$ cat src/shared/pbc_regs.svh
`ifndef PBC_REGS_SVH
`define PBC_REGS_SVH
// ****************************************
// Register indexes (byte address = 4 x index)
// ****************************************
`define PBC_IDX_A_BAH 20'hFFA00
`define PBC_IDX_A_BAL 20'hFFA02
`define PBC_IDX_A_BMH 20'hFFA04
`define PBC_IDX_A_BML 20'hFFA06
`define PBC_IDX_B_BAH 20'hFFA08
`define PBC_IDX_B_BAL 20'hFFA0A
`define PBC_IDX_B_BMH 20'hFFA0C
`define PBC_IDX_B_BML 20'hFFA0E
`define PBC_IDX_C_BAH 20'hFFA10
`define PBC_IDX_C_BAL 20'hFFA12
`define PBC_IDX_C_BMH 20'hFFA14
`define PBC_IDX_C_BML 20'hFFA16
`define PBC_IDX_D_BAH 20'hFFA18
`define PBC_IDX_D_BAL 20'hFFA1A
`define PBC_IDX_D_BMH 20'hFFA1C
`define PBC_IDX_D_BML 20'hFFA1E
`define PBC_IDX_A_CTL 20'hFFA28
`define PBC_IDX_B_CTL 20'hFFA2C
`define PBC_IDX_C_CTL 20'hFFA30
`define PBC_IDX_D_CTL 20'hFFA34
`define PBC_IDX_STAT 20'hFFA40
`define PBC_IDX_CLR 20'hFFA44
`define PBC_IDX_IEN 20'hFFA48
`define PBC_IDX_STOP 20'hFFA4C
// ****************************************
// Fields and values
// ****************************************
`define PBC_CMF_BIT 13
`define PBC_CP_MSB 11
`define PBC_CP_LSB 9
`define PBC_ID_MSB 5
`define PBC_ID_LSB 4
`define PBC_RW_MSB 3
`define PBC_RW_LSB 2
`define PBC_CP_OFF 3'h0
`define PBC_CP_CPU 3'h1
`define PBC_ID_OFF 2'h0
`define PBC_ID_PC 2'h1
`define PBC_RST16 16'h0000
`define PBC_RESP_OK 2'h0
`define PBC_RESP_ERR 2'h2
`endif

$ cat src/shared/pbc_pkg.sv
package pbc_pkg;
  // ****************************************
  // Shared types
  // ****************************************
  typedef struct packed {
    logic [2:0] cp;
    logic [1:0] id;
    logic [1:0] rw;
  } pbc_ctrl_s;
  typedef struct packed {
    logic [31:0] addr;
    logic [31:0] mask;
    pbc_ctrl_s ctrl;
  } pbc_chan_s;
  typedef logic [19:0] pbc_idx_t;
endpackage : pbc_pkg

$ cat src/rtl/pbc_top.sv
// The AXI4-Lite interface to the registers is this design's own decision.
`timescale 1ns/1ns
`include "pbc_regs.svh"
// Overview of operation
// - Raise a break request whenever the fetch address meets a channel condition.
// - Break request is non-maskable; no enable or mask gates it.
// - Four channels A to D, each matched independently.
// - Condition combines address compare with cycle type qualifier fields.
// - Request is issued the cycle after the fetch, before it executes.
// - High half of break address supplies compare bits 31 to 16.
// - Low half of break address supplies compare bits 15 to 0.
// - Module stop bit halts all matching under software control.
// - Match flag is sticky; cleared by reading 1 then writing 0.
// - CPU cycle select 000 disables, 001 qualifies on CPU cycles.
// - Condition select 00 disables, 01 selects program counter break.
// - No matches are detected while in any standby state; the code sees standby through a two-flop synchroniser, two cycles late.
module pbc_top
  import pbc_pkg::*;
(
  input wire logic clock,
  input wire logic reset_n,
  input wire logic ce,
  input wire logic [31:0] pc,
  input wire logic pc_valid,
  input wire logic standby,
  input wire logic [21:0] s_axi_awaddr,
  input wire logic s_axi_awvalid,
  output logic s_axi_awready,
  input wire logic [31:0] s_axi_wdata,
  input wire logic [3:0] s_axi_wstrb,
  input wire logic s_axi_wvalid,
  output logic s_axi_wready,
  output logic [1:0] s_axi_bresp,
  output logic s_axi_bvalid,
  input wire logic s_axi_bready,
  input wire logic [21:0] s_axi_araddr,
  input wire logic s_axi_arvalid,
  output logic s_axi_arready,
  output logic [31:0] s_axi_rdata,
  output logic [1:0] s_axi_rresp,
  output logic s_axi_rvalid,
  input wire logic s_axi_rready,
  output logic break_req,
  output logic irq
);
  // ****************************************
  // Index tables per channel
  // ****************************************
  localparam pbc_idx_t IDX_BAH[4] = '{`PBC_IDX_A_BAH, `PBC_IDX_B_BAH,
                                      `PBC_IDX_C_BAH, `PBC_IDX_D_BAH};
  localparam pbc_idx_t IDX_BAL[4] = '{`PBC_IDX_A_BAL, `PBC_IDX_B_BAL,
                                      `PBC_IDX_C_BAL, `PBC_IDX_D_BAL};
  localparam pbc_idx_t IDX_BMH[4] = '{`PBC_IDX_A_BMH, `PBC_IDX_B_BMH,
                                      `PBC_IDX_C_BMH, `PBC_IDX_D_BMH};
  localparam pbc_idx_t IDX_BML[4] = '{`PBC_IDX_A_BML, `PBC_IDX_B_BML,
                                      `PBC_IDX_C_BML, `PBC_IDX_D_BML};
  localparam pbc_idx_t IDX_CTL[4] = '{`PBC_IDX_A_CTL, `PBC_IDX_B_CTL,
                                      `PBC_IDX_C_CTL, `PBC_IDX_D_CTL};
  // ****************************************
  // Declarations
  // ****************************************
  pbc_chan_s chan_reg[4];
  logic [3:0] cmf_reg;
  logic [3:0] armed_reg;
  logic [3:0] hit;
  logic [3:0] stat_reg;
  logic [3:0] ien_reg;
  logic stop_reg;
  logic stby_meta_reg;
  logic stby_sync_reg;
  logic aw_full_reg;
  logic w_full_reg;
  pbc_idx_t aw_idx_reg;
  logic [31:0] w_data_reg;
  logic [3:0] w_strb_reg;
  logic wr_fire;
  logic rd_fire;
  pbc_idx_t ar_idx;
  logic [31:0] rd_data;
  logic rd_ok;
  logic wr_ok;
  logic run;
  // Byte-lane merge for the 16-bit registers
  function automatic logic [15:0] merge16(input logic [15:0] old,
                                          input logic [31:0] data,
                                          input logic [3:0] strb);
    logic [15:0] res;
    res = old;
    if (strb[0]) begin
      res[7:0] = data[7:0];
    end
    if (strb[1]) begin
      res[15:8] = data[15:8];
    end
    return res;
  endfunction : merge16
  // Decode check shared by both bus directions
  function automatic logic mapped(input pbc_idx_t idx);
    logic ok;
    ok = (idx == `PBC_IDX_STAT) || (idx == `PBC_IDX_CLR) ||
         (idx == `PBC_IDX_IEN) || (idx == `PBC_IDX_STOP);
    for (int i = 0; i < 4; i++) begin
      ok = ok || (idx == IDX_BAH[i]) || (idx == IDX_BAL[i]) ||
           (idx == IDX_BMH[i]) || (idx == IDX_BML[i]) ||
           (idx == IDX_CTL[i]);
    end
    return ok;
  endfunction : mapped
  // ****************************************
  // Standby synchroniser
  // ****************************************
  // Standby comes from the power controller domain
  always_ff @(posedge clock or negedge reset_n) begin
    if (!reset_n) begin
      stby_meta_reg <= 1'b0;
      stby_sync_reg <= 1'b0;
    end else if (ce) begin
      stby_meta_reg <= standby;
      stby_sync_reg <= stby_meta_reg;
    end
  end
  // Matching runs only out of stop and standby
  assign run = !stop_reg && !stby_sync_reg;
  // ****************************************
  // AXI4-Lite write channel
  // ****************************************
  assign ar_idx = s_axi_araddr[21:2];
  assign wr_fire = aw_full_reg && w_full_reg && !s_axi_bvalid;
  assign rd_fire = s_axi_arvalid && s_axi_arready;
  assign wr_ok = mapped(aw_idx_reg);
  // Address and data held apart; either may arrive first
  always_ff @(posedge clock or negedge reset_n) begin
    if (!reset_n) begin
      aw_full_reg <= 1'b0;
      s_axi_awready <= 1'b1;
      aw_idx_reg <= '0;
    end else if (ce) begin
      if (s_axi_awvalid && s_axi_awready) begin
        aw_full_reg <= 1'b1;
        s_axi_awready <= 1'b0;
        aw_idx_reg <= s_axi_awaddr[21:2];
      end else if (wr_fire) begin
        aw_full_reg <= 1'b0;
        s_axi_awready <= 1'b1;
      end
    end
  end
  // Write data holding stage
  always_ff @(posedge clock or negedge reset_n) begin
    if (!reset_n) begin
      w_full_reg <= 1'b0;
      s_axi_wready <= 1'b1;
      w_data_reg <= '0;
      w_strb_reg <= '0;
    end else if (ce) begin
      if (s_axi_wvalid && s_axi_wready) begin
        w_full_reg <= 1'b1;
        s_axi_wready <= 1'b0;
        w_data_reg <= s_axi_wdata;
        w_strb_reg <= s_axi_wstrb;
      end else if (wr_fire) begin
        w_full_reg <= 1'b0;
        s_axi_wready <= 1'b1;
      end
    end
  end
  // Response; unmapped writes are dropped with an error
  always_ff @(posedge clock or negedge reset_n) begin
    if (!reset_n) begin
      s_axi_bvalid <= 1'b0;
      s_axi_bresp <= `PBC_RESP_OK;
    end else if (ce) begin
      if (wr_fire) begin
        s_axi_bvalid <= 1'b1;
        s_axi_bresp <= wr_ok ? `PBC_RESP_OK : `PBC_RESP_ERR;
      end else if (s_axi_bready) begin
        s_axi_bvalid <= 1'b0;
      end
    end
  end
  // ****************************************
  // Channels
  // ****************************************
  genvar g;
  generate
    for (g = 0; g < 4; g++) begin : gen_chan
      logic wr_ctl;
      logic [15:0] ctl_new;
      assign wr_ctl = wr_fire && (aw_idx_reg == IDX_CTL[g]);
      assign ctl_new = merge16({4'h0, chan_reg[g].ctrl.cp, 3'h0, chan_reg[g].ctrl.id,
                                chan_reg[g].ctrl.rw, 2'h0}, w_data_reg, w_strb_reg);
      // Masked compare over both halves, gated by the two selects
      assign hit[g] = pc_valid && run &&
        (chan_reg[g].ctrl.cp == `PBC_CP_CPU) &&
        (chan_reg[g].ctrl.id == `PBC_ID_PC) &&
        (((pc ^ chan_reg[g].addr) & ~chan_reg[g].mask) == '0);
      // Address, mask and control storage
      always_ff @(posedge clock or negedge reset_n) begin
        if (!reset_n) begin
          chan_reg[g].addr <= {`PBC_RST16, `PBC_RST16};
          chan_reg[g].mask <= {`PBC_RST16, `PBC_RST16};
          chan_reg[g].ctrl <= '0;
        end else if (ce && wr_fire) begin
          if (aw_idx_reg == IDX_BAH[g]) begin
            chan_reg[g].addr[31:16] <= merge16(chan_reg[g].addr[31:16],
                                               w_data_reg, w_strb_reg);
          end
          if (aw_idx_reg == IDX_BAL[g]) begin
            chan_reg[g].addr[15:0] <= merge16(chan_reg[g].addr[15:0],
                                              w_data_reg, w_strb_reg);
          end
          if (aw_idx_reg == IDX_BMH[g]) begin
            chan_reg[g].mask[31:16] <= merge16(chan_reg[g].mask[31:16],
                                               w_data_reg, w_strb_reg);
          end
          if (aw_idx_reg == IDX_BML[g]) begin
            chan_reg[g].mask[15:0] <= merge16(chan_reg[g].mask[15:0],
                                              w_data_reg, w_strb_reg);
          end
          if (wr_ctl) begin
            chan_reg[g].ctrl.cp <= ctl_new[`PBC_CP_MSB:`PBC_CP_LSB];
            chan_reg[g].ctrl.id <= ctl_new[`PBC_ID_MSB:`PBC_ID_LSB];
            chan_reg[g].ctrl.rw <= ctl_new[`PBC_RW_MSB:`PBC_RW_LSB];
          end
        end
      end
      // Sticky match flag; a new match beats a same-cycle clear
      always_ff @(posedge clock or negedge reset_n) begin
        if (!reset_n) begin
          cmf_reg[g] <= 1'b0;
          armed_reg[g] <= 1'b0;
        end else if (ce) begin
          if (hit[g]) begin
            cmf_reg[g] <= 1'b1;
          end else if (wr_ctl && armed_reg[g] && w_strb_reg[1] &&
                       !w_data_reg[`PBC_CMF_BIT]) begin
            cmf_reg[g] <= 1'b0;
          end
          // Clear needs a prior read of 1, so stray writes are harmless
          if (rd_fire && ar_idx == IDX_CTL[g] && cmf_reg[g]) begin
            armed_reg[g] <= 1'b1;
          end else if (wr_ctl) begin
            armed_reg[g] <= 1'b0;
          end
        end
      end
      // ****************************************
      // Channel checks
      // ****************************************
      a_hit_flag_set:
        assert property (@(posedge clock) disable iff (!reset_n)
          ce && hit[g] |=> cmf_reg[g])
        else $error("match did not set flag");
      a_flag_sticky_hold:
        assert property (@(posedge clock) disable iff (!reset_n)
          cmf_reg[g] && !(ce && wr_ctl) |=> cmf_reg[g])
        else $error("flag dropped without clear");
      a_cp_sel_gate:
        assert property (@(posedge clock) disable iff (!reset_n)
          chan_reg[g].ctrl.cp != `PBC_CP_CPU |-> !hit[g])
        else $error("match with cpu select off");
      a_id_sel_gate:
        assert property (@(posedge clock) disable iff (!reset_n)
          chan_reg[g].ctrl.id != `PBC_ID_PC |-> !hit[g])
        else $error("match with pc select off");
      a_masked_addr_cmp:
        assert property (@(posedge clock) disable iff (!reset_n)
          hit[g] |-> ((pc[31:16] ^ chan_reg[g].addr[31:16]) &
                      ~chan_reg[g].mask[31:16]) == 16'h0000 &&
                     ((pc[15:0] ^ chan_reg[g].addr[15:0]) &
                      ~chan_reg[g].mask[15:0]) == 16'h0000)
        else $error("match on differing address");
    end
  endgenerate
  // ****************************************
  // Break request, status and interrupt
  // ****************************************
  // One-cycle request per matching fetch; never gated by enables
  always_ff @(posedge clock or negedge reset_n) begin
    if (!reset_n) begin
      break_req <= 1'b0;
    end else if (ce) begin
      break_req <= |hit;
    end
  end
  // Sticky status; set wins over a write-one clear
  always_ff @(posedge clock or negedge reset_n) begin
    if (!reset_n) begin
      stat_reg <= 4'h0;
      ien_reg <= 4'h0;
      stop_reg <= 1'b0;
    end else if (ce) begin
      if (wr_fire && aw_idx_reg == `PBC_IDX_CLR && w_strb_reg[0]) begin
        stat_reg <= (stat_reg & ~w_data_reg[3:0]) | hit;
      end else begin
        stat_reg <= stat_reg | hit;
      end
      if (wr_fire && aw_idx_reg == `PBC_IDX_IEN && w_strb_reg[0]) begin
        ien_reg <= w_data_reg[3:0];
      end
      if (wr_fire && aw_idx_reg == `PBC_IDX_STOP && w_strb_reg[0]) begin
        stop_reg <= w_data_reg[0];
      end
    end
  end
  // Level interrupt lags status by one cycle to stay a flop output
  always_ff @(posedge clock or negedge reset_n) begin
    if (!reset_n) begin
      irq <= 1'b0;
    end else if (ce) begin
      irq <= |(stat_reg & ien_reg);
    end
  end
  // ****************************************
  // AXI4-Lite read channel
  // ****************************************
  // Reserved control bits read as zero
  always_comb begin
    rd_data = 32'h0000_0000;
    rd_ok = mapped(ar_idx);
    for (int i = 0; i < 4; i++) begin
      if (ar_idx == IDX_BAH[i]) begin
        rd_data[15:0] = chan_reg[i].addr[31:16];
      end
      if (ar_idx == IDX_BAL[i]) begin
        rd_data[15:0] = chan_reg[i].addr[15:0];
      end
      if (ar_idx == IDX_BMH[i]) begin
        rd_data[15:0] = chan_reg[i].mask[31:16];
      end
      if (ar_idx == IDX_BML[i]) begin
        rd_data[15:0] = chan_reg[i].mask[15:0];
      end
      if (ar_idx == IDX_CTL[i]) begin
        rd_data[`PBC_CMF_BIT] = cmf_reg[i];
        rd_data[`PBC_CP_MSB:`PBC_CP_LSB] = chan_reg[i].ctrl.cp;
        rd_data[`PBC_ID_MSB:`PBC_ID_LSB] = chan_reg[i].ctrl.id;
        rd_data[`PBC_RW_MSB:`PBC_RW_LSB] = chan_reg[i].ctrl.rw;
      end
    end
    if (ar_idx == `PBC_IDX_STAT) begin
      rd_data[3:0] = stat_reg;
    end
    if (ar_idx == `PBC_IDX_IEN) begin
      rd_data[3:0] = ien_reg;
    end
    if (ar_idx == `PBC_IDX_STOP) begin
      rd_data[0] = stop_reg;
    end
  end
  // Single outstanding read, answered one cycle after the address
  always_ff @(posedge clock or negedge reset_n) begin
    if (!reset_n) begin
      s_axi_arready <= 1'b1;
      s_axi_rvalid <= 1'b0;
      s_axi_rdata <= 32'h0000_0000;
      s_axi_rresp <= `PBC_RESP_OK;
    end else if (ce) begin
      if (rd_fire) begin
        s_axi_arready <= 1'b0;
        s_axi_rvalid <= 1'b1;
        s_axi_rdata <= rd_data;
        s_axi_rresp <= rd_ok ? `PBC_RESP_OK : `PBC_RESP_ERR;
      end else if (s_axi_rvalid && s_axi_rready) begin
        s_axi_rvalid <= 1'b0;
        s_axi_arready <= 1'b1;
      end
    end
  end
  // ****************************************
  // Block-level checks
  // ****************************************
  a_break_after_hit:
    assert property (@(posedge clock) disable iff (!reset_n)
      ce && (|hit) |=> break_req)
    else $error("break missing after match");
  a_break_nonmask:
    assert property (@(posedge clock) disable iff (!reset_n)
      ce && (|hit) && ien_reg == 4'h0 |=> break_req && !irq)
    else $error("break gated by enables");
  a_break_fetch_time:
    assert property (@(posedge clock) disable iff (!reset_n)
      $rose(break_req) |-> $past(pc_valid))
    else $error("break not tied to a fetch");
  a_stop_no_match:
    assert property (@(posedge clock) disable iff (!reset_n)
      stop_reg |-> hit == 4'h0)
    else $error("match while stopped");
  a_standby_no_match:
    assert property (@(posedge clock) disable iff (!reset_n)
      ce && stby_sync_reg |=> !break_req)
    else $error("break during standby");
  a_chan_independent:
    assert property (@(posedge clock) disable iff (!reset_n)
      ce && hit[3] && hit[2:0] == 3'h0 |=> cmf_reg[3] && break_req)
    else $error("channel d alone failed");
endmodule : pbc_top

$ cat config.mk
export PLATFORM = sky130hd
export DESIGN_NAME = pbc_top
export DESIGN_NICKNAME = d
export VERILOG_FILES = /design/src/shared/pbc_pkg.sv /design/src/rtl/pbc_top.sv
export VERILOG_INCLUDE_DIRS = /design/src /design/src/shared
export SDC_FILE = /design/constraint.sdc
export NUM_CORES = 1
export LEC_CHECK = 0
export BUFFER_PORTS_ARGS = -buffer_cell sky130_fd_sc_hd__buf_2
export CAP_MARGIN = 40
export CORE_MARGIN = 2
export CORE_UTILIZATION = 30
export DETAILED_ROUTE_END_ITERATION = 8
export PLACE_DENSITY = 0.44
export SYNTH_ARGS = -nofsm -noshare
export SYNTH_HDL_FRONTEND = slang
export SYNTH_SLANG_ARGS = --single-unit
export TNS_END_PERCENT = 50
$ cat constraint.sdc
create_clock -name clock -period 5.7 [get_ports clock]
set_clock_uncertainty 0.1 [all_clocks]
set_input_delay 0.285 -clock clock [delete_from_list [all_inputs] [get_ports clock]]
set_output_delay 0.285 -clock clock [all_outputs]
set_load 0.01 [all_outputs]
==> results of run 1 <==
cell usage after synthesis, types with 15 or more instances:
library cell | number | area (um^2)
dfrtp_1 | 365 | 9134
mux2_2 | 300 | 3378
nand2_1 | 157 | 589.3
xnor2_1 | 128 | 1121
nor2_1 | 91 | 341.6
o22ai_1 | 82 | 513.0
o21ai_0 | 81 | 405.4
clkbuf_1 | 76 | 285.3
a21oi_1 | 39 | 195.2
a221oi_1 | 29 | 254.0
nand3_1 | 29 | 145.1
nor3_1 | 24 | 120.1
buf_4 | 22 | 165.2
buf_2 | 21 | 105.1
nor2_2 | 20 | 125.1
nor4_1 | 17 | 106.4
nand4_1 | 15 | 93.84
o221ai_1 | 15 | 131.4
layout make-up:
type,instances,area (um^2),share of cell area [%]
multi-input cells,1257,9360,41.38
flip-flops and latches,368,9213,40.73
repair buffers,198,1445,6.389
clock buffers,67,1359,6.007
well taps,846,1059,4.680
clock inverters,12,155.1,0.6859
inverters,7,26.28,0.1162
diodes,1,2.502,0.01106
path summary, 6_finish.rpt:
kind / from / slack [ps] / depth (start not counted) / end
worst max-delay path: s_axi_araddr[3] / 2490 / 11 / s_axi_rdata[0]$_DFFE_PN0P_
worst min-delay path: ce / 30 / 2 / break_req$_DFFE_PN0P_
worst max register to register: aw_idx_reg[15]$_DFFE_PN0P_ / 2600 / 7 / chan_reg[219]$_DFFE_PN0P_
worst min register to register: cmf_reg[3]$_DFFE_PN0P_ / 380 / 2 / cmf_reg[3]$_DFFE_PN0P_
max in group asynchronous: reset_n / 3850 / 3 / chan_reg[54]$_DFFE_PN0P_
min in group asynchronous: reset_n / 260 / 2 / chan_reg[273]$_DFFE_PN0P_
power groups by stage:
| stage | clock (W) | sequential, W | combinational [W] |
|---|---|---|---|
| global route | 0.00312 | 0.00262 | 0.000320 |
| detailed placement | 0 | 0.00266 | 0.000275 |
| global placement | 0 | 0.00266 | 0.000275 |
| CTS | 0.00302 | 0.00262 | 0.000299 |
| floorplan | 0 | 0.00267 | 0.000125 |
| finish | 0.00298 | 0.00262 | 0.000302 |
cell families after synthesis:
| family | count (synthesis) |
|---|---|
| AND/OR/NAND/NOR | 455 |
| flip-flops | 368 |
| AO/OA/AOI/OAI | 351 |
| multiplexers | 304 |
| buffers and inverters | 134 |
| XOR/XNOR | 129 |
| other | 1 |
through the flow:
step	total power, W	instances
after floorplan	0.002791	1759
after CTS	0.005935	2755
after global placement	0.002939	2620
after global routing	0.006059	2755
after detailed placement	0.002939	2633
final	0.005897	2756
worst max-delay path, stage by stage:
cell and delay (ps):
buf_2 450, nand2b_1 450, nor2_1 410, nand3_1 350
nor2_1 210, buf_4 260, nor2_2 200, o21ai_0 170
a211oi_2 70, a2111oi_1 580, o21ai_1 110
repair_timing:
action                                  in CTS  in global routing
endpoints found under the hold margin      143                  0
buffers inserted                             0                  0
endpoints found under the setup margin       0                  0
hold buffers                                43                  0
per-layer routing:
| metal | GRT usage, % | up-vias | part of all wire [%] |
|---|---|---|---|
| met5 | 0 | - | 0 |
| met4 | 7.494 | 0 | 2.7 |
| met3 | 4.478 | 106 | 8.0 |
| met2 | 38.83 | 756 | 45 |
| met1 | 35.09 | 8027 | 44 |
| li1 | - | 6636 | - |
==> impl_metrics.csv, run 1 <==
group,metric,value,unit
sta,whs,31.67,ps
worst_setup_path,worst_setup_path_start_kind,"input pin",
sta,final.setup.tns,0,ps
global_routing,grt_pass1_wl,117100,um
sta,period_needed,3214,ps
pwr,leakage,10.01,nW
yosys,ys.flop_type,"dfrtp_1",
placement,hpwl,63730,um
yosys,synth_edf_count,0,
finish,drive_above_1_share,30.49,%
route,first_pass_iters,7,
sta,hold_viol_final,0,
global_routing,grt_util_all_layers,24.89,%
sta,setup_viol,0,
yosys,seq_area_frac_synth,48.12,%
route,routedWlPerCell,30.28,um
sta,fin_crit_sh,56.38,%
finish,final_common_cell,"dfrtp_1",
floorplan,initial_core_util,30.35,%
finish,fill_cells,6426,
worst_hold_path,hold_class,"input pin to register",
yosys,synth-simple-area-share,12.52,%
route,drc,0,
sta,worstMarginPinSlew,941.2,ps
placement,dp_slack,2004,ps
yosys,ys_ff_latch,368,
clock_tree,clock_latency,600,ps
clock_tree,cts.sinks,368,
clock_tree,clk_path_buf_depth,3,
floorplan,core,63080,um^2
pwr,vdd_drop_max,0.2169,mV
yosys,synth_xor_area_share,5.902,%
worst_setup_path,worst-path-max-fanout,17,
yosys,synth_compound_area_share,12.25,%
route,vias,15525,
sta,slew_headroom,36.67,%
global_routing,grt_max_degree,153,
sta,fin_ws,2486,ps
clock_tree,clkTransAtPathRegs,60,ps
floorplan,rows,92,
status,status,"finished, final reports clean",
pwr,p_sw,0.001405,W
clock_tree,root_buffer,"clkbuf_16",
finish,syn2layout_area_growth,18.16,%
global_routing,antenna_found_initial,1,
pwr,swShare,23.83,%
global_routing,grt_pass1_vias,15048,
job,drv_cap,0,
pwr,power.internal,0.004492,W
clock_tree,htreeDepth,2,
worst_setup_path,critPathRequiredTime,6060,ps
placement,globalplace.congestion,0.9524,
clock_tree,post_cts_resized,0,
route,drtIter0Drc,1475,
floorplan,die_w,256.6,um
yosys,synth_top_family_by_area,"multiplexers",
yosys,synth_fa_ha_area_share,0,%
yosys,async_reset_ff_share,100.0,%
worst_setup_path,crit_arrival,3570,ps
worst_setup_path,crit_type,"input pin to register",
floorplan,io_pins,165,
placement,port_buffers,124,
yosys,synth_cell_types,82,
yosys,synthMuxAreaShare,17.86,%
yosys,synth_area,19140,um^2
pwr,power_frac_seq,44.4,%
placement,placed_area,20670,um^2
finish,nets,1997,
yosys,syn_inst,1742,
sta,max_freq,311.2,MHz
worst_setup_path,end_kind,"register",
floorplan,dieHeight,256.6,um
route,post_drt_via_cell_ratio,5.633,
sta,drv_slew,0,
finish,most-common-layout-cells,"dfrtp_1, mux2_2, nand2_1",
yosys,syn_area_per_cell,10.99,um^2
pwr,p_per_area,260.7,nW/um^2
finish,final_util,35.86,%
pwr,combPwrFrac,5.1,%
floorplan,die_area,65850,um^2
pwr,p_clk_share,50.5,%
sta,rsz0062_at_grt,"false",
finish,final_area,22620,um^2
route,drtAntennaViolNets,0,
finish,largest_register_ffs,284,
global_routing,overflow,0,
clock_tree,numCtsBuffers,43,
route,wirelength,83460,um
clock_tree,cts_tree,"done",
yosys,yosysWarnings,0,
Note: power is estimated with default switching activity, not from simulation.
==> run 2: changes to the inputs <==
--- a/config.mk
+++ b/config.mk
@@ -11,7 +11,7 @@
 export CORE_MARGIN = 2
 export CORE_UTILIZATION = 30
 export DETAILED_ROUTE_END_ITERATION = 8
-export PLACE_DENSITY = 0.44
+export PLACE_DENSITY = 0.45
 export SYNTH_ARGS = -nofsm -noshare
 export SYNTH_HDL_FRONTEND = slang
 export SYNTH_SLANG_ARGS = --single-unit
==> constraint.sdc (replaced) <==
create_clock -name clock -period 2.92 [get_ports clock]
set_clock_uncertainty 0.1 [all_clocks]
set_input_delay 0.146 -clock clock [delete_from_list [all_inputs] [get_ports clock]]
set_output_delay 0.146 -clock clock [all_outputs]
set_load 0.01 [all_outputs]
==> run 2 against run 1 <==
  * Total power rose by 97%
  * Combinational power grew 110%
  * Highest routed layer unchanged
  * Utilization up 1.8 points
  * Largest cell class unchanged
  * First-iteration DRC count rose by 4.3%
==> impl_metrics.csv, run 2 (synthesis gave the netlist of run 1 again) <==
group,metric,value,unit
status,status,"finished, final reports clean",
sta,fin_ws,216.2,ps
sta,period_needed,2704,ps
route,post_drt_via_cell_ratio,5.540,
floorplan,die_area,65850,um^2
floorplan,dieHeight,256.6,um
global_routing,grt_max_degree,69,
route,wirelength,84400,um
sta,worstMarginPinSlew,783.7,ps
finish,final_common_cell,"dfrtp_1",
route,vias,16011,
placement,post-place-cells,2758,
finish,nets,2132,
finish,final_area,23730,um^2
route,dr_wl_met3,6330,um
clock_tree,root_buffer,"clkbuf_16",
global_routing,grt_util_all_layers,25.31,%
pwr,power_frac_seq,43.9,%
placement,dp_slack,198.4,ps
pwr,vdd_drop_max,0.3790,mV
worst_setup_path,worst-path-max-fanout,8,
global_routing,antenna_found_initial,1,
finish,syn2layout_area_growth,23.93,%
placement,globalplace.congestion,0.9765,
clock_tree,htreeDepth,2,
worst_hold_path,hold_class,"input pin to asynchronous set/reset pin",
clock_tree,cts.sinks,368,
clock_tree,clkTransAtPathRegs,60,ps
route,drtIter0Drc,1538,
pwr,power.internal,0.008845,W
placement,placed_area,21690,um^2
sta,hold_viol_final,0,
route,wl_met1,37290,um
clock_tree,cts_tree,"done",
route,dr_wl_met2,38080,um
clock_tree,post_cts_buffers,0,
worst_setup_path,timing.rr.start,"aw_idx_reg[15]$_DFFE_PN0P_",
sta,setup_viol,0,
finish,most-common-layout-cells,"dfrtp_1, mux2_2, nand2_1",
finish,largest_register_ffs,284,
pwr,p_total,0.01163,W
pwr,p_clk_share,50.6,%
pwr,p_sw,0.002787,W
worst_setup_path,critPathRequiredTime,3290,ps
route,dr.max_layer_used,"met4",
clock_tree,post_cts_resized,0,
floorplan,initial_core_util,30.35,%
pwr,leakage,10.69,nW
clock_tree,numCtsBuffers,45,
global_routing,overflow,0,
floorplan,die_w,256.6,um
sta,max_freq,369.8,MHz
global_routing,grt_pass1_wl,119600,um
floorplan,core,63080,um^2
floorplan,rows,92,
worst_setup_path,reg2reg_slack,220,ps
sta,rsz0062_at_grt,"false",
sta,fin_crit_sh,92.60,%
worst_setup_path,crit_type,"register to register",
clock_tree,clk_path_buf_depth,3,
worst_setup_path,rr_worst_depth,8,
job,drv_cap,0,
worst_setup_path,crit_arrival,3070,ps
pwr,combPwrFrac,5.4,%
finish,drive_above_1_share,34.65,%
placement,port_buffers,124,
finish,finalNonFillerCells,2890,
sta,final.setup.tns,0,ps
placement,hpwl,65810,um
worst_setup_path,worst_setup_path_start_kind,"register",
route,drtAntennaViolNets,0,
route,routedWlPerCell,29.20,um
route,first_pass_iters,7,
worst_setup_path,end_kind,"register",
sta,slew_headroom,47.75,%
pwr,p_per_area,490.3,nW/um^2
floorplan,io_pins,165,
worst_setup_path,reg2reg_to,"chan_reg[282]$_DFFE_PN0P_",
sta,drv_slew,0,
global_routing,grt_pass1_vias,15904,
clock_tree,clock_latency,600,ps
pwr,swShare,23.96,%
route,drc,0,
==> run 2: changes by cell type in the layout (fill, tap and decap cells not counted), moves of 3 or more <==
cell           change
buf_4            +121
dlygate4sd3_1      +8
clkbuf_8           -6
clkinv_2           +3
inv_6              +3
buf_12             +9
==> run 2: worst max-delay path by stage <==
stage	start	to	slack, ps	cells past startpoint
floorplan	aw_idx_reg[6]$_DFFE_PN0P_	chan_reg[100]$_DFFE_PN0P_	690	6
global placement	s_axi_araddr[12]	s_axi_rdata[3]$_DFFE_PN0P_	210	12
detailed placement	s_axi_araddr[8]	s_axi_rdata[10]$_DFFE_PN0P_	200	11
CTS	aw_idx_reg[15]$_DFFE_PN0P_	chan_reg[171]$_DFFE_PN0P_	210	8
global route	aw_idx_reg[15]$_DFFE_PN0P_	chan_reg[144]$_DFFE_PN0P_	50	8
finish	aw_idx_reg[15]$_DFFE_PN0P_	chan_reg[282]$_DFFE_PN0P_	220	8
==> run 2: per-layer routing <==
layer	track usage [%]	vias to the layer above
met5	0	-
met2	39.82	777
li1	-	6893
met1	35.35	8210
met3	4.448	131
met4	7.881	0
==> run 2: per-stage QoR <==
| step | hold WS [ps] | util, % |
|---|---|---|
| after floorplan | -249.6 | - |
| after global placement | 60.83 | 34.15 |
| final | 22.80 | 37.61 |
| after CTS | 32.93 | 37.61 |
| after detailed placement | 61.93 | 34.38 |
| after global routing | 58.22 | 37.61 |
==> run 2: cell type report <==
type,count,area (um^2)
fill,6391,39360
multi-input combinational,1257,9360
sequential,368,9213
timing repair buffer,331,2540
clock buffer,61,1276
tap,846,1059
clock inverter,19,249.0
inverter,7,26.28
antenna,1,2.502
==> run 2: what timing repair did <==
| action | in CTS | in global routing |
|---|---|---|
| hold buffers | 51 | 0 |
| setup endpoints to repair | 0 | 0 |
| hold endpoints to repair | 387 | 0 |
==> run 2: worst max-delay path: stages (launching register included) <==
cell and delay, ps:
dfrtp_1 350, nand4_1 110, nor3b_1 300, and3_1 270, and2b_1 220, nand2_1 390
nor2_2 300, buf_12 170, mux2_2 340
==> run 2: power by group through the flow <==
stage	logic (W)	registers (W)	clock network (W)
3_3_place_gp	0.000570	0.00520	0
5_1_grt	0.000670	0.00511	0.00622
2_1_floorplan	0.000245	0.00520	0
4_1_cts	0.000626	0.00511	0.00600
3_5_place_dp	0.000572	0.00520	0
6_report	0.000632	0.00511	0.00589
==> run 3: changes to the inputs <==
--- a/config.mk
+++ b/config.mk
@@ -9,9 +9,9 @@
 export BUFFER_PORTS_ARGS = -buffer_cell sky130_fd_sc_hd__buf_2
 export CAP_MARGIN = 40
 export CORE_MARGIN = 2
-export CORE_UTILIZATION = 30
+export CORE_UTILIZATION = 35
 export DETAILED_ROUTE_END_ITERATION = 8
-export PLACE_DENSITY = 0.45
+export PLACE_DENSITY = 0.51
 export SYNTH_ARGS = -nofsm -noshare
 export SYNTH_HDL_FRONTEND = slang
 export SYNTH_SLANG_ARGS = --single-unit
==> run 3 against run 2 <==
  * Sequential power barely moved
  * Critical path depth did not move
  * Utilization up 6.1 points
  * Largest power group unchanged
==> impl_metrics.csv, run 3 (synthesis gave the netlist of run 1 again) <==
group,metric,value,unit
finish,drive_above_1_share,35.13,%
pwr,leakage,10.73,nW
global_routing,grt_pass1_wl,116000,um
route,vias,16073,
sta,rsz0062_at_grt,"true",
clock_tree,root_buffer,"clkbuf_16",
floorplan,core,53920,um^2
placement,post-place-cells,2630,
route,drc,0,
finish,nets,2156,
placement,dp_slack,112.5,ps
clock_tree,post_cts_buffers,0,
sta,worstMarginPinSlew,935.4,ps
clock_tree,cts.sinks,368,
floorplan,dieHeight,237.9,um
global_routing,grt_util_all_layers,28.70,%
global_routing,antenna_found_initial,0,
floorplan,die_w,237.9,um
clock_tree,clkTransAtPathRegs,60,ps
finish,finalNonFillerCells,2761,
route,drtIter0Drc,1936,
route,first_pass_iters,6,
pwr,p_total,0.01118,W
sta,setup_viol,0,
status,status,"finished, final reports clean",
worst_hold_path,hold_class,"input pin to asynchronous set/reset pin",
clock_tree,clk_path_buf_depth,3,
clock_tree,cts_tree,"done",
route,routedWlPerCell,29.48,um
worst_setup_path,worst_setup_path_start_kind,"register",
clock_tree,numCtsBuffers,44,
pwr,vdd_drop_max,0.3382,mV
worst_setup_path,crit_arrival,3270,ps
finish,final_util,43.70,%
finish,final_common_cell,"dfrtp_1",
clock_tree,post_cts_resized,0,
clock_tree,clock_latency,600,ps
sta,drv_slew,0,
global_routing,overflow,0,
sta,final.setup.tns,0,ps
worst_setup_path,worst-path-max-fanout,4,
route,drtAntennaViolNets,0,
clock_tree,htreeDepth,2,
finish,largest_register_ffs,284,
worst_setup_path,crit_type,"register to register",
sta,max_freq,345.3,MHz
global_routing,grt_pass1_vias,15880,
sta,slew_headroom,37.64,%
sta,fin_crit_sh,99.18,%
sta,hold_viol_final,0,
route,post_drt_via_cell_ratio,5.821,
worst_setup_path,critPathRequiredTime,3290,ps
placement,hpwl,63480,um
placement,globalplace.congestion,0.9994,
finish,most-common-layout-cells,"dfrtp_1, mux2_2, buf_4",
worst_setup_path,end_kind,"register",
placement,port_buffers,124,
sta,fin_ws,24.06,ps
floorplan,initial_core_util,35.50,%
floorplan,die_area,56580,um^2
job,drv_cap,0,
sta,period_needed,2896,ps
finish,syn2layout_area_growth,23.09,%
global_routing,grt_max_degree,79,
pwr,p_per_area,474.4,nW/um^2
route,wirelength,81380,um
floorplan,rows,85,
floorplan,io_pins,165,
## run 3: cell types whose count changed in the layout (fill, tap and decap cells not counted), moves of 3 or more
cell and delta:
buf_12 -5, buf_4 +29, bufinv_16 -4, clkinv_2 -3, clkbuf_8 +3
## run 3: worst paths after layout
kind                                       startpoint                         end  slack, ps  depth (start not counted)
setup / recovery           aw_idx_reg[15]$_DFFE_PN0P_   chan_reg[146]$_DFFE_PN0P_         20                          8
hold / removal                                reset_n   chan_reg[240]$_DFFE_PN0P_         70                          2
setup reg to reg           aw_idx_reg[15]$_DFFE_PN0P_   chan_reg[146]$_DFFE_PN0P_         20                          8
hold reg to reg                cmf_reg[3]$_DFFE_PN0P_      cmf_reg[3]$_DFFE_PN0P_        370                          2
max in group asynchronous                     reset_n    chan_reg[19]$_DFFE_PN0P_       1760                          3
min in group clock                    s_axi_araddr[7]  s_axi_rresp[1]$_DFFE_PN0P_        180                          7
## run 3: layout make-up
cell class,instances,area (um^2)
Fill cell,5215,30360
Sequential cell,368,9213
Tap cell,696,870.8
Antenna cell,1,2.502
Clock inverter,11,116.4
Inverter,7,26.28
Clock buffer,65,1300
Multi-Input combinational cell,1257,9360
Timing Repair Buffer,356,2675
## run 3: metrics by stage
step	hold slack (ps)	area, um^2
6_report	71.18	23560
5_1_grt	132.5	23560
4_1_cts	94.69	23530
3_5_place_dp	119.2	21590
3_3_place_gp	114.2	21470
2_1_floorplan	-249.6	19210
## run 3: metal layers
| metal | wire length, um | track usage, % | share of wire, % |
|---|---|---|---|
| met3 | 6693 | 5.345 | 8.2 |
| met4 | 3492 | 12.16 | 4.3 |
| met2 | 36080 | 43.78 | 44 |
| met1 | 35120 | 40.02 | 43 |
| met5 | 0 | 0 | 0 |
## run 3: what timing repair did
item | CTS | global route
endpoints found under the setup margin | 0 | 7
endpoints found under the hold margin | 183 | 0
hold buffers | 53 | 0
## run 3: worst max-delay path, stage by stage, from the launching register on
cell	delay [ps]
dfrtp_1	340
nand4_1	110
nor3b_1	280
nand4b_1	170
nor4b_1	460
buf_4	210
nand3_1	290
nor2_1	440
mux2_2	380
## run 3: power breakdown
group,total [W],internal [W],switching (W)
logic,0.000630,0.000234,0.000396
registers,0.00511,0.00511,0.00000282
clock network,0.00544,0.00317,0.00227
total,0.0112,0.00851,0.00267
